[config.mk]
export PLATFORM = sky130hd
export DESIGN_NAME = dbp_debug_port
export DESIGN_NICKNAME = d
export VERILOG_FILES = /design/src/rtl/dbp_pkg.sv /design/src/rtl/dbp_edge_sync.sv /design/src/rtl/dbp_tick_timer.sv /design/src/rtl/dbp_debug_port.sv
export SDC_FILE = /design/constraint.sdc
export NUM_CORES = 1
export LEC_CHECK = 0
export BUFFER_PORTS_ARGS = -buffer_cell sky130_fd_sc_hd__buf_2
export CORE_MARGIN = 2
export CORE_UTILIZATION = 40
export DETAILED_ROUTE_END_ITERATION = 16
export PLACE_DENSITY_LB_ADDON = 0.25
export SYNTH_ARGS = -nofsm -noshare
export SYNTH_HDL_FRONTEND = slang
export SYNTH_HIERARCHICAL = 1
export SYNTH_SLANG_ARGS = --single-unit
[constraint.sdc]
create_clock -name CLOCK -period 2.35 [get_ports CLOCK]
set_input_delay 0.1175 -clock CLOCK [delete_from_list [all_inputs] [get_ports CLOCK]]
set_output_delay 0.1175 -clock CLOCK [all_outputs]
set_load 0.02 [all_outputs]
[src/rtl/dbp_pkg.sv]
// Overview of operation
// - Only a hardware debug command may change the debug clock switch bit.
// - Pll select 0 gives oscillator bus clock; 1 with switch 0 alternate.
// - Alternate clock selected: link logic fully synchronized to that clock.
// - Acknowledge of the switch-changing write already runs at the new rate.
// - In emulation modes the clock switch bit leaves reset set to one.
// - Secured: unsecure flag written only in special single chip by firmware.
// - Entering secure mode clears the flag and maps the secure lookup table.
// - Erase check passed: flag set, jump to standard table, secure table off.
// - Unsecure flag reads 0 while secured and 1 while unsecured.
// - Flag set: flash security bits changeable; else secured at next reset.
// - Security byte unsecured: the flag has no meaning or effect after reset.
package dbp_pkg;

  // ******************************************************************
  // register map
  // ******************************************************************
  localparam logic [7:0] OFS_DBG_CTRL      = 8'h00;
  localparam int         BIT_CLOCK_SWITCH  = 2;
  localparam int         BIT_UNSECURE      = 1;
  localparam int         BIT_SETTLE        = 0;
  localparam logic [7:0] RST_RDATA         = 8'h00;

  // ******************************************************************
  // link timing, counted in link clock ticks
  // ******************************************************************
  localparam int         SETTLE_CYCLES     = 150;
  localparam int         ACK_CYCLES        = 16;
  localparam int         TIMER_W           = 8;

  // ******************************************************************
  // debug link clock sources
  // ******************************************************************
  typedef enum logic [1:0] {
    SEL_OSC_BUS,
    SEL_ALT,
    SEL_PLL_BUS
  } dbp_link_sel_e;

endpackage

[src/rtl/dbp_edge_sync.sv]
`timescale 1ns/1ps
module dbp_edge_sync (
  // clock and reset
  input  wire logic CLOCK,
  input  wire logic ARST_N,
  // asynchronous level in, rising edge pulse out
  input  wire logic async_in,
  output logic      rise
);

  typedef struct packed {
    logic meta;
    logic sync;
    logic last;
  } dbp_sync_s;

  dbp_sync_s st;
  dbp_sync_s next_st;

  // ******************************************************************
  // two stage synchronizer plus edge history
  // ******************************************************************
  always_comb begin
    next_st      = st;
    next_st.meta = async_in;
    next_st.sync = st.meta;
    next_st.last = st.sync;
  end

  always_ff @(posedge CLOCK or negedge ARST_N) begin
    if (!ARST_N) begin
      st <= '0;
    end else begin
      st <= next_st;
    end
  end

  assign rise = st.sync & ~st.last;

endmodule

[src/rtl/dbp_tick_timer.sv]
`timescale 1ns/1ps
module dbp_tick_timer #(
  parameter int LEN = 16,
  parameter int W   = 8
) (
  // clock and reset
  input  wire logic CLOCK,
  input  wire logic ARST_N,
  // control
  input  wire logic start,
  input  wire logic tick,
  // status
  output logic      busy
);

  localparam logic [W-1:0] LOAD = W'(LEN);
  localparam logic [W-1:0] ONE  = W'(1);

  typedef struct packed {
    logic [W-1:0] count;
  } dbp_timer_s;

  dbp_timer_s st;
  dbp_timer_s next_st;

  // ******************************************************************
  // runs for LEN ticks after the last start
  // ******************************************************************
  always_comb begin
    next_st = st;
    if (start) begin
      next_st.count = LOAD;
    end else if (tick && st.count != '0) begin
      next_st.count = st.count - ONE;
    end
  end

  always_ff @(posedge CLOCK or negedge ARST_N) begin
    if (!ARST_N) begin
      st <= '0;
    end else begin
      st <= next_st;
    end
  end

  assign busy = (st.count != '0);

endmodule

[src/rtl/dbp_debug_port.sv]
`timescale 1ns/1ps
module dbp_debug_port
  import dbp_pkg::*;
(
  // clock and reset
  input  wire logic       CLOCK,
  input  wire logic       ARST_N,
  // register port
  input  wire logic [7:0] REG_ADDR,
  input  wire logic [7:0] REG_WDATA,
  input  wire logic       REG_WR,
  input  wire logic       REG_RD,
  output logic      [7:0] REG_RDATA,
  // hardware debug command
  input  wire logic       CMD_WR,
  input  wire logic       CMD_CLOCK_SWITCH,
  input  wire logic       CMD_ACK_EN,
  // modes and straps
  input  wire logic       PLL_SELECT,
  input  wire logic       ALT_CLOCK_PIN,
  input  wire logic       EMULATION_MODE,
  input  wire logic       SPECIAL_SINGLE_CHIP,
  input  wire logic       SECURE_FW_ACTIVE,
  input  wire logic       SEC_BYTE_SECURED,
  // secure firmware erase check
  input  wire logic       ERASE_DONE,
  input  wire logic       ERASE_PASS,
  // debug link timing
  output logic      [1:0] LINK_CLOCK_SELECT,
  output logic            LINK_TICK,
  output logic            LINK_ACK,
  output logic            SETTLE_BUSY,
  // security
  output logic            DEVICE_SECURED,
  output logic            SECURE_TABLE_EN,
  output logic            JUMP_STANDARD,
  output logic            FLASH_SEC_CHANGE_EN
);

  // ******************************************************************
  // state
  // ******************************************************************
  typedef struct packed {
    logic          init_done;
    logic          strap_secure;
    logic          clock_switch;
    logic          unsecure_flag;
    logic          secure_table;
    logic          jump_standard;
    logic [7:0]    rdata;
    dbp_link_sel_e sel;
  } dbp_core_s;

  localparam dbp_core_s ST_RESET = '{
    init_done:     1'b0,
    strap_secure:  1'b1,
    clock_switch:  1'b0,
    unsecure_flag: 1'b0,
    secure_table:  1'b0,
    jump_standard: 1'b0,
    rdata:         RST_RDATA,
    sel:           SEL_OSC_BUS
  };

  dbp_core_s st;
  dbp_core_s next_st;

  logic ctrl_wr;
  logic ctrl_rd;
  logic secured;
  logic unsecure_flag_wr_ok;
  logic erase_ok;
  logic alt_rise;
  logic link_tick;
  logic settle_start;
  logic ack_start;
  logic settle_busy;
  logic ack_busy;

  // ******************************************************************
  // clock source mapping
  // ******************************************************************
  function automatic dbp_link_sel_e sel_map(input logic pll,
                                            input logic sw);
    dbp_link_sel_e s;
    s = SEL_OSC_BUS;
    if (pll && !sw) begin
      s = SEL_ALT;
    end else if (pll && sw) begin
      s = SEL_PLL_BUS;
    end
    return s;
  endfunction

  // ******************************************************************
  // decode and qualifiers
  // ******************************************************************
  assign ctrl_wr     = REG_WR && (REG_ADDR == OFS_DBG_CTRL);
  assign ctrl_rd     = REG_RD && (REG_ADDR == OFS_DBG_CTRL);
  // unsecured security byte makes the flag meaningless
  assign secured     = st.strap_secure & ~st.unsecure_flag;
  assign unsecure_flag_wr_ok = ~secured | (SPECIAL_SINGLE_CHIP & SECURE_FW_ACTIVE);
  assign erase_ok    = ERASE_DONE & ERASE_PASS & st.secure_table;

  // ******************************************************************
  // next state
  // ******************************************************************
  always_comb begin
    next_st               = st;
    next_st.rdata         = RST_RDATA;
    next_st.jump_standard = 1'b0;
    if (!st.init_done) begin
      // straps caught in the first cycle after reset release
      next_st.init_done     = 1'b1;
      next_st.strap_secure  = SEC_BYTE_SECURED;
      next_st.clock_switch  = EMULATION_MODE;
      next_st.unsecure_flag = 1'b0;
      next_st.secure_table  = SEC_BYTE_SECURED;
    end else begin
      // register port never touches the switch
      if (CMD_WR) begin
        next_st.clock_switch = CMD_CLOCK_SWITCH;
      end
      if (ctrl_wr && unsecure_flag_wr_ok) begin
        next_st.unsecure_flag = REG_WDATA[BIT_UNSECURE];
      end
      // erase pass wins over a same cycle clearing write
      if (erase_ok) begin
        next_st.unsecure_flag = 1'b1;
        next_st.secure_table  = 1'b0;
        next_st.jump_standard = 1'b1;
      end
    end
    // mapping follows pll select with no software step
    next_st.sel = sel_map(PLL_SELECT, next_st.clock_switch);
    if (ctrl_rd) begin
      next_st.rdata[BIT_CLOCK_SWITCH] = st.clock_switch;
      next_st.rdata[BIT_UNSECURE]     = ~secured;
      next_st.rdata[BIT_SETTLE]       = settle_busy;
    end
  end

  always_ff @(posedge CLOCK or negedge ARST_N) begin
    if (!ARST_N) begin
      st <= ST_RESET;
    end else begin
      st <= next_st;
    end
  end

  // ******************************************************************
  // link timing
  // ******************************************************************
  dbp_edge_sync u_alt_sync (
    .CLOCK    (CLOCK),
    .ARST_N   (ARST_N),
    .async_in (ALT_CLOCK_PIN),
    .rise     (alt_rise)
  );

  // with the alternate source selected, its edges alone time the link; bus sources tick every cycle
  assign link_tick    = (st.sel == SEL_ALT) ? alt_rise : 1'b1;
  // any change of effective source
  assign settle_start = st.init_done && (next_st.sel != st.sel);
  // timer loads with the switch update, so it counts new ticks
  assign ack_start    = st.init_done && CMD_WR && CMD_ACK_EN;

  dbp_tick_timer #(
    .LEN (SETTLE_CYCLES),
    .W   (TIMER_W)
  ) u_settle (
    .CLOCK  (CLOCK),
    .ARST_N (ARST_N),
    .start  (settle_start),
    .tick   (link_tick),
    .busy   (settle_busy)
  );

  dbp_tick_timer #(
    .LEN (ACK_CYCLES),
    .W   (TIMER_W)
  ) u_ack (
    .CLOCK  (CLOCK),
    .ARST_N (ARST_N),
    .start  (ack_start),
    .tick   (link_tick),
    .busy   (ack_busy)
  );

  // ******************************************************************
  // outputs
  // ******************************************************************
  assign REG_RDATA           = st.rdata;
  assign LINK_CLOCK_SELECT   = st.sel;
  assign LINK_TICK           = link_tick;
  assign LINK_ACK            = ack_busy;
  assign SETTLE_BUSY         = settle_busy;
  assign DEVICE_SECURED      = secured;
  assign SECURE_TABLE_EN     = st.secure_table;
  assign JUMP_STANDARD       = st.jump_standard;
  assign FLASH_SEC_CHANGE_EN = st.init_done & ~secured;
endmodule

==> results of run 1 <==
## placed cells by master, fill, tap and decap left out, drive strengths merged, types with 3 or more instances in the layout
| cell | netlist | routed |
|---|---|---|
| nand2b | 4 | 4 |
| nand2 | 9 | 9 |
| inv | 12 | 12 |
| buf | 12 | 37 |
| dfrtp | 29 | 29 |
| or3 | 3 | 3 |
| nor2b | 5 | 5 |
| mux2i | 5 | 5 |
| conb | 2 | 6 |
| and2 | 4 | 4 |
| mux2 | 4 | 4 |
| or4 | 6 | 6 |
| nand3 | 3 | 3 |
| nor4 | 4 | 4 |
| a21oi | 10 | 10 |
| nor2 | 14 | 14 |
| clkbuf | 1 | 7 |
| o21ai | 7 | 7 |
## flip-flops by register name (all words and copies together) (netlist names)
register / count
JUMP_STANDARD: 1
LINK_CLOCK_SELECT: 2
REG_RDATA: 3
SECURE_TABLE_EN: 1
st: 4
u_ack/st: 8
u_alt_sync/next_st: 2
u_alt_sync/st: 1
u_settle/st: 8
## worst max path at each step
stage / slack, ps / startpoint / end
2_1_floorplan: 470 / LINK_CLOCK_SELECT[1] / u_ack/st[3]
3_3_place_gp: 400 / LINK_CLOCK_SELECT[1] / u_ack/st[3]
3_5_place_dp: 360 / LINK_CLOCK_SELECT[1] / u_ack/st[3]
4_1_cts: 270 / u_settle/st[0] / SETTLE_BUSY
5_1_grt: 100 / u_settle/st[0] / SETTLE_BUSY
6_report: 310 / u_settle/st[0] / SETTLE_BUSY
## power by group through the flow
stage / combinational [mW] / sequential, mW / clock, mW
6_report: 0.537 / 0.736 / 0.423
5_1_grt: 0.602 / 0.753 / 0.478
4_1_cts: 0.541 / 0.733 / 0.442
3_5_place_dp: 0.539 / 0.741 / 0
3_3_place_gp: 0.498 / 0.730 / 0
2_1_floorplan: 0.402 / 0.713 / 0
## synth_stat cells, drive strengths merged, types with 3 or more instances
cell	count
or3	3
a21oi	10
nor4	4
buf	12
nand3	3
inv	12
mux2	4
or4	6
nand2	9
nor2b	5
mux2i	5
nand2b	4
dfrtp	29
o21ai	7
nor2	14
and2	4
## final cells by class
cell class	instances	area, um^2
multi-input combinational	110	729
sequential	30	752
clock inverter	1	5.00
inverter	12	45.0
clock buffer	7	86.3
timing repair buffer	39	210
fill	373	1860
tap	48	60.1
## critical path, stage by stage (launching register included)
cell	delay [ps]
sky130_fd_sc_hd__dfrtp_1	390
sky130_fd_sc_hd__inv_1	80
sky130_fd_sc_hd__ha_1	190
sky130_fd_sc_hd__nor3b_1	590
sky130_fd_sc_hd__nand2_1	170
sky130_fd_sc_hd__buf_2	210
## through the flow
step	area [um^2]	setup slack, ps	hold slack [ps]	util, %	total power, mW
floorplan	1610	470	-178	-	1.11
global placement	1780	404	180	47.5	1.23
detailed placement	1780	356	189	47.5	1.28
CTS	1890	272	54.9	50.4	1.72
global route	1890	96.9	73.4	50.4	1.83
finish	1890	306	64.0	50.4	1.70
## kinds of logic (layout without fill, tap and decap cells)
family          after synthesis  count (layout)
simple gates                 63              63
compound gates               30              30
buf+inv                      25              59
flops                        30              30
mux                           9               9
other cells                   2               6
fa+ha+maj                     2               2
## metal layers
layer	wire length [um]	share of wire (%)	up-vias
met2	1660	51	24
met4	65	2.0	0
li1	-	-	625
met5	0	0	-
met3	121	3.7	6
met1	1430	44	619
==> metrics, run 1 <==
overall global routing resource usage around 17%; half-perimeter wire length of the detailed placement result 2460 um; I/O pin total 48; Diodes inserted 0; xor/xnor share of the synthesized area 0%; CP Launch Type flop; Port Buffers 35; met3 track utilization from global routing approximately 5.0%; initial cell density of the core 42.7%; cell at the root of the clock tree sky130_fd_sc_hd__clkbuf_8; synthesized area per cell between 9 and 10 um^2; GR peak layer met2; area share of and/or/nand/nor cells after synthesis between 20% and 30%; maximum VDD drop around 0.00035 V; synthesis-to-layout area growth 18.1%; vias after detailed routing ~1,300; fraction of registers with async set or reset after synthesis 100%; post-synthesis cell area about 1600 um^2; ratio of routed vias to standard cells 5.16; unrepaired setup endpoints after global routing no; antenna-violating nets left 0; Die ar. roughly 4500 um^2; worst rel slew slack 50.7%; hold path endpoint SECURE_TABLE_EN; endpoint type of the worst setup path output port; number of antenna violations at the first check in global routing 0; switching power total 0.576 mW; timing-limited maximum frequency 0.489 GHz; die height around 67 um; Slew @ Worst Pin 732 ps; relative contribution of sequential cells to total power a little over two fifths; number of enable-type register cells in the synthesized netlist 0; kind of critical path flop to output port; CTS resizes 0; fraction of the mapped netlist area in compound gates 12.3%; largest family of logic cells by synthesized area simple AND/OR/NAND/NOR gates; met1 demand-to-capacity share in global routing around a fifth; Detailed Route Iter0 Violations 47; wire length of the first global-routing pass approximately 5700 um; clock tree sinks 30; ranking of synthesized cells by area sky130_fd_sc_hd__dfrtp_1 (45%), sky130_fd_sc_hd__buf_4 (4.7%), sky130_fd_sc_hd__nor2_1 (3.3%); clock buffer depth 2; area share of the largest cell type after synthesis 45.4%; dominant register cell in the synthesized netlist sky130_fd_sc_hd__dfrtp_1; Num CTS Buffers 5; routed wire length per instance ~13 um; proportion of layout cells with a drive suffix above 1 between 20% and 30%; number of storage elements in the synthesis netlist 30; run status finished, final reports clean; number of setup violations in the final report 0; max-slew violation count 0; CTS clock-pin slew for the worst setup and hold paths 60 ps; areal power density over the cells 898 nW/um^2; CTS tree done; total wire length roughly 3300 um; yosys warns 6; largest net degree at the start of global routing 31; Reg2Reg Launch Point LINK_CLOCK_SELECT[1]; Hold Crit Depth 3; combinational cell fraction of total power about a third; portion of the post-synthesis area used by sequential elements around 47%; crit path DAT ~1900 ps; Sw Ratio approximately 34%; met2 demand-to-capacity share in global routing about 29%; insertion delay to the later sink of the worst-skew pair 280 ps; synthesized instance count 161; slack of the worst reg-to-reg path 320 ps; number of distinct library cell variants in the gate-level netlist after synthesis 44; worst min-delay path startpoint SEC_BYTE_SECURED; Int Pwr 1.12 mW; setup skew after layout between 2 and 2.5 ps; hold violation total from the final report 0; portion of netlist area occupied by mux cells 5.95%; relative contribution of the clock network to total power about a quarter; residual overflow from global routing 0; detailed-route DRC error count 0; site row count 22; type of the tightest min-delay check input pin to flop; Core Footprint about 3700 um^2; vias in the first global route about 1,300; placed cells 237; number of detailed-route iterations in the first pass 4; placer congestion estimate between 0.7 and 0.8; final period utilization about 87%; adder-cell area share of the yosys netlist about 1.6%; max-cap check violation count 0; dominant cell type by area after synthesis sky130_fd_sc_hd__dfrtp_1; post-CTS setup buffer count 0; Worst Path Required ~2200 ps; Worst Reg2Reg Path Length in Cells 5; clock period minus final worst setup slack just over 2000 ps; number of H-tree branching levels 2; number of nets in the layout 231; horizontal extent of the die approximately 67 um; hold_buf cts 2; post-route setup TNS 0 ps; biggest fanout along the worst timing path 6; standby leakage power between 0.9 and 1 nW; reg2reg end u_ack/st[3]; count of non-filler cells in the finished layout 247
(Power assumes the default switching activity.)
==> inputs of run 2 (changes only) <==
--- a/config.mk
+++ b/config.mk
@@ -7,7 +7,7 @@
 export LEC_CHECK = 0
 export BUFFER_PORTS_ARGS = -buffer_cell sky130_fd_sc_hd__buf_2
 export CORE_MARGIN = 2
-export CORE_UTILIZATION = 40
+export CORE_UTILIZATION = 46
 export DETAILED_ROUTE_END_ITERATION = 16
 export PLACE_DENSITY_LB_ADDON = 0.25
 export SYNTH_ARGS = -nofsm -noshare
==> constraint.sdc (replaced) <==
create_clock -name CLOCK -period 1.8 [get_ports CLOCK]
set_input_delay 0.09 -clock CLOCK [delete_from_list [all_inputs] [get_ports CLOCK]]
set_output_delay 0.09 -clock CLOCK [all_outputs]
set_load 0.02 [all_outputs]
==> metrics, run 2 (synthesis results as in run 1) <==
largest net degree at the start of global routing 31; total wire length 3430 um; max-cap check violation count 0; hold violation total from the final report 0; site row count 21; type of the tightest min-delay check input pin to flop; insertion delay to the later sink of the worst-skew pair approximately 340 ps; timing-limited maximum frequency just under 0.6 GHz; dpl ws around 29 ps; endpoint type of the worst setup path flop; detailed route wirelength on metal3 approximately 120 um; number of setup violations in the final report 0; number of H-tree branching levels 2; clock tree sinks 30; horizontal extent of the die approximately 63 um; top routing layer used met4; cell at the root of the clock tree sky130_fd_sc_hd__clkbuf_4; die height about 63 um; Slew @ Worst Pin between 600 and 700 ps; DP Area about 1800 um^2; Diodes inserted 0; maximum VDD drop 0.000499 V; vias after detailed routing 1,309; most common cell after layout, fill and taps aside sky130_fd_sc_hd__buf_2; number of detailed-route iterations in the first pass 4; crit path DAT between 1500 and 2000 ps; number of nets in the layout 247; Detailed Route Iter0 Violations between 50 and 60; Die ar. between 3000 and 4000 um^2; setup skew after layout ~16 ps; number of antenna violations at the first check in global routing 0; max-slew violation count 0; min setup slack post-route between 70 and 80 ps; Port Buffers 35; Core Footprint about 3300 um^2; hold slack ~28 ps; ratio of routed vias to standard cells 5.02; areal power density over the cells ~1100 nW/um^2; overall global routing resource usage 19.1%; wire length of the first global-routing pass ~5800 um; post-layout instance area about 2000 um^2; residual overflow from global routing 0; initial cell density of the core 47.9%; CTS tree done; synthesis-to-layout area growth 28.0%; biggest fanout along the worst timing path 3; run status finished, final reports clean; routed length on met1 about 1400 um; detailed-route DRC error count 0; met2 routed wirelength ~1900 um; Worst Path Required between 2000 and 2500 ps; standby leakage power roughly 1 nW; Largest regs u_ack/st (8), u_settle/st (8), st (4); CTS clock-pin slew for the worst setup and hold paths around 100 ps; kind of critical path flop to flop; antenna-violating nets left 0; routed wire length per instance approximately 13 um; clock period minus final worst setup slack roughly 1700 ps; I/O pin total 48; unrepaired setup endpoints after global routing yes; final period utilization between 90% and 100%; worst rel slew slack 56.1%; proportion of layout cells with a drive suffix above 1 37.7%; clock buffer depth 2; most frequent cells in the layout sky130_fd_sc_hd__buf_2 (35), sky130_fd_sc_hd__dfrtp_1 (28), sky130_fd_sc_hd__nor2_1 (14), sky130_fd_sc_hd__buf_4 (14), sky130_fd_sc_hd__inv_1 (12); placer congestion estimate approximately 0.77; vias in the first global route 1,308; half-perimeter wire length of the detailed placement result around 2400 um; CP Launch Type flop; Num CTS Buffers 5
## run 2: area by class of cell
class                   count  area, um^2
flip-flops and latches     30         753
clock inverters             1        5.00
clock buffers               7        55.1
repair buffers             55         343
well taps                  46        57.6
fillers                   286        1290
multi-input cells         110         788
inverters                  12        45.0
## run 2: what timing repair did
| item | in CTS | in global routing |
|---|---|---|
| hold buffers | 4 | 0 |
| cloned | 0 | 0 |
| resized for setup | 2 | 11 |
| setup buffers | 0 | 8 |
| setup endpoints to repair | 2 | 8 |
| pin swaps | 0 | 4 |
| hold endpoints to repair | 33 | 0 |
## run 2: final timing paths
check,start,end,slack (ps),cells after the start
setup reg to reg,u_ack/st[0],u_ack/st[3],70,7
max in group asynchronous,ARST_N,u_ack/st[3],1040,2
setup / recovery,u_ack/st[0],u_ack/st[3],70,7
hold reg to reg,u_alt_sync/next_st[1],u_alt_sync/next_st[0],360,0
min in group asynchronous,ARST_N,u_ack/st[5],300,2
hold / removal,REG_RD,REG_RDATA[2],30,3
## run 2: metrics by stage
stage                     total power, mW  util, %  instances  TNS (ps)
after detailed placement             1.72     54.8        241         0
after global routing                 2.49     61.3        261     -23.7
after floorplan                      1.48        -        165         0
final                                2.30     61.3        261         0
after CTS                            2.16     58.1        253         0
after global placement               1.65     54.8        241         0
## run 2: routing by layer
metal  global-route usage [%]  vias up
li1                         -      661
met1                     20.6      618
met2                     33.1       25
met3                     4.86        5
met4                     11.9        0
met5                        0        -
## run 2: worst max-delay path, stage by stage (launching register included)
cell and delay (ps):
sky130_fd_sc_hd__dfrtp_1 390, sky130_fd_sc_hd__inv_1 70, sky130_fd_sc_hd__ha_2 180, sky130_fd_sc_hd__nor3b_4 150, sky130_fd_sc_hd__buf_6 120, sky130_fd_sc_hd__buf_4 130, sky130_fd_sc_hd__a211oi_2 230, sky130_fd_sc_hd__mux2_2 350
## run 2: report_power, final
part	internal, mW	switching, mW
logic	0.484	0.419
clock network	0.189	0.228
registers	0.817	0.159
==> inputs of run 3 (changes only) <==
--- a/config.mk
+++ b/config.mk
@@ -6,11 +6,11 @@
 export NUM_CORES = 1
 export LEC_CHECK = 0
 export BUFFER_PORTS_ARGS = -buffer_cell sky130_fd_sc_hd__buf_2
+export CORE_ASPECT_RATIO = 1.4
 export CORE_MARGIN = 2
-export CORE_UTILIZATION = 46
+export CORE_UTILIZATION = 45
 export DETAILED_ROUTE_END_ITERATION = 16
 export PLACE_DENSITY_LB_ADDON = 0.25
 export SYNTH_ARGS = -nofsm -noshare
 export SYNTH_HDL_FRONTEND = slang
-export SYNTH_HIERARCHICAL = 1
 export SYNTH_SLANG_ARGS = --single-unit
==> metrics, run 3 <==
run status finished, final reports clean; vias in the first global route about 1,300; timing-limited maximum frequency between 0.5 and 0.6 GHz; cell at the slowest stage of the critical path sky130_fd_sc_hd__or4b_4; final period utilization between 90% and 100%; cell at the root of the clock tree sky130_fd_sc_hd__clkbuf_8; worst rel slew slack 55.1%; fraction of registers with async set or reset after synthesis 100%; dominant cell type by area after synthesis sky130_fd_sc_hd__dfrtp_1; I/O pin total 48; fraction of the mapped netlist area in compound gates between 10 and 15%; number of antenna violations at the first check in global routing 0; placer congestion estimate between 0.7 and 0.8; yosys warns 0; biggest fanout along the worst timing path 4; endpoint type of the worst setup path flop; Port Buffers 35; max-cap check violation count 0; vias after detailed routing roughly 1,300; Reg2Reg Launch Point u_settle.st[0]; die height between 70 and 80 um; switching power total ~0.8 mW; CP Launch Type flop; relative contribution of sequential cells to total power 43.3%; total wire length around 3500 um; max-slew violation count 0; antenna-violating nets left 0; ranking of synthesized cells by area sky130_fd_sc_hd__dfrtp_1 (47%), sky130_fd_sc_hd__buf_4 (4.8%), sky130_fd_sc_hd__a21oi_1 (3.5%); residual overflow from global routing 0; number of H-tree branching levels 2; half-perimeter wire length of the detailed placement result around 2300 um; site row count 25; areal power density over the cells ~1100 nW/um^2; Core Footprint between 3000 and 4000 um^2; Num CTS Buffers 5; most frequent cells in the layout sky130_fd_sc_hd__buf_2 (34), sky130_fd_sc_hd__dfrtp_1 (29), sky130_fd_sc_hd__nor2_1 (13); Slew @ Worst Pin just under 700 ps; post-layout instance area 1970 um^2; Largest regs u_ack.st (8), u_settle.st (8), st (4); largest net degree at the start of global routing 31; cells along the critical path inv_2 -> ha_4 -> or4b_4 -> nor2_4 -> buf_4 -> nor3_1 -> a211o_1; total area of sequential cells 752 um^2; top cell family by delay on the critical path simple AND/OR/NAND/NOR gates; DP Area 1750 um^2; relative contribution of the clock network to total power between 20% and 30%; number of setup violations in the final report 0; maximum VDD drop approximately 0.00071 V; insertion delay to the later sink of the worst-skew pair approximately 280 ps; combined buffer and inverter count along the critical path 2; portion of the post-synthesis area used by sequential elements about 48%; Sw Ratio a little over a third; kind of critical path flop to flop; combinational cell fraction of total power about 34%; standby leakage power between 0.8 and 0.9 nW; proportion of layout cells with a drive suffix above 1 between 30% and 40%; area share of the largest cell type after synthesis a little under half; Int Pwr roughly 1.5 mW; most frequent cell after synthesis sky130_fd_sc_hd__dfrtp_1; area share of and/or/nand/nor cells after synthesis 22.4%; overall global routing resource usage around 20%; synth cell count leaders sky130_fd_sc_hd__dfrtp_1 (29), sky130_fd_sc_hd__nor2_1 (14), sky130_fd_sc_hd__inv_1 (12), sky130_fd_sc_hd__a21oi_1 (11), sky130_fd_sc_hd__buf_4 (10); routed wire length per instance between 10 and 15 um; Crit. Startpoint u_settle.st[0]; crit path DAT between 1500 and 2000 ps; synthesized instance count between 150 and 200; CTS clock-pin slew for the worst setup and hold paths roughly 60 ps; clock buffer depth 2; CTS tree done; Pwr Total 2.25 mW; number of storage elements in the synthesis netlist 30; Die ar. roughly 4000 um^2; largest family of logic cells by synthesized area simple AND/OR/NAND/NOR gates; wire length of the first global-routing pass about 5500 um; dominant register cell in the synthesized netlist sky130_fd_sc_hd__dfrtp_1; xor/xnor share of the synthesized area around 1.1%; most common cell after layout, fill and taps aside sky130_fd_sc_hd__buf_2; ratio of routed vias to standard cells approximately 5.5; Worst Path Required ~2000 ps; synthesized area per cell roughly 10 um^2; adder-cell area share of the yosys netlist 2.41%; portion of netlist area occupied by mux cells around 2.6%; worst min-delay path startpoint SEC_BYTE_SECURED; unrepaired setup endpoints after global routing yes; largest incremental delay on the critical path ~520 ps; detailed-route DRC error count 0; number of nets in the layout 237; type of the tightest min-delay check input pin to flop; Diodes inserted 0; setup skew after layout 9.67 ps; number of detailed-route iterations in the first pass 4; horizontal extent of the die ~54 um; synthesis-to-layout area growth 26.1%; footprint of the multi-input gates 758 um^2; layout filler cell count 300; initial cell density of the core between 40% and 50%; number of distinct library cell variants in the gate-level netlist after synthesis 42; clock period minus final worst setup slack about 1800 ps; hold violation total from the final report 0; number of enable-type register cells in the synthesized netlist 0; post-synthesis cell area between 1500 and 2000 um^2; Detailed Route Iter0 Violations 31; clock tree sinks 30
==> run 3: tightest hold or removal path: stages <==
cell,delay [ps]
sky130_fd_sc_hd__buf_2,90
sky130_fd_sc_hd__inv_1,60
sky130_fd_sc_hd__o21ai_0,70
==> run 3: repair_timing <==
action	CTS	global route
hold endpoints to repair	30	0
endpoints found under the setup margin	4	9
gates resized for setup	7	11
setup buffers	3	2
hold buffers	2	0
pin swaps	1	5
==> run 3: cell families (layout without fill, tap and decap cells) <==
group                    Yosys count  count (layout)
AND/OR/NAND/NOR                   60              60
AO/OA/AOI/OAI                     31              31
flip-flops                        30              30
buffers and inverters             26              68
multiplexers                       4               4
adder cells (fa/ha/maj)            3               3
other                              2               6
XOR/XNOR                           2               2
==> run 3: worst paths after layout <==
path / to / slack (ps) / cells past startpoint
setup / recovery: u_settle.st[2] / 8 / 7
min in group asynchronous: u_ack.st[5] / 390 / 2
setup reg to reg: u_settle.st[2] / 8 / 7
max in group asynchronous: u_alt_sync.next_st[0] / 970 / 2
hold reg to reg: u_alt_sync.next_st[0] / 350 / 0
hold / removal: st[14] / 40 / 3
==> run 3: power by group through the flow <==
stage	Clock, mW	Combinational, mW	Sequential, mW
after detailed placement	0	0.651	0.970
after global routing	0.566	0.866	0.996
after CTS	0.529	0.683	0.962
after global placement	0	0.621	0.960
after floorplan	0	0.486	0.938
final	0.513	0.764	0.976
==> run 3: through the flow <==
step	utilization, %	setup WS, ps	hold slack, ps	TNS [ps]	instances
3_5_place_dp	52.2	9.43	175	0	229
2_1_floorplan	-	75.5	-206	0	162
3_3_place_gp	52.2	44.9	160	0	229
5_1_grt	58.7	-63.5	52.6	-139	244
6_report	58.7	7.94	42.7	0	244
4_1_cts	56.3	0.634	33.0	0	242
==> run 3: per-layer routing <==
layer / part of all wire, % / up-vias / global-route usage [%] / wire [um]
li1: - / 631 / - / -
met3: 5.9 / 11 / 6.10 / 206
met4: 3.0 / 0 / 9.40 / 104
met2: 55 / 51 / 33.5 / 1900
met1: 36 / 656 / 20.7 / 1260
met5: 0 / - / 0 / 0
==> run 3: area by class of cell <==
type | instances | share of cell area [%]
sequential | 30 | 38.3
timing repair buffer | 47 | 14.1
clock buffer | 8 | 4.07
multi-input combinational | 106 | 38.6
inverter | 13 | 2.48
tap | 40 | 2.55
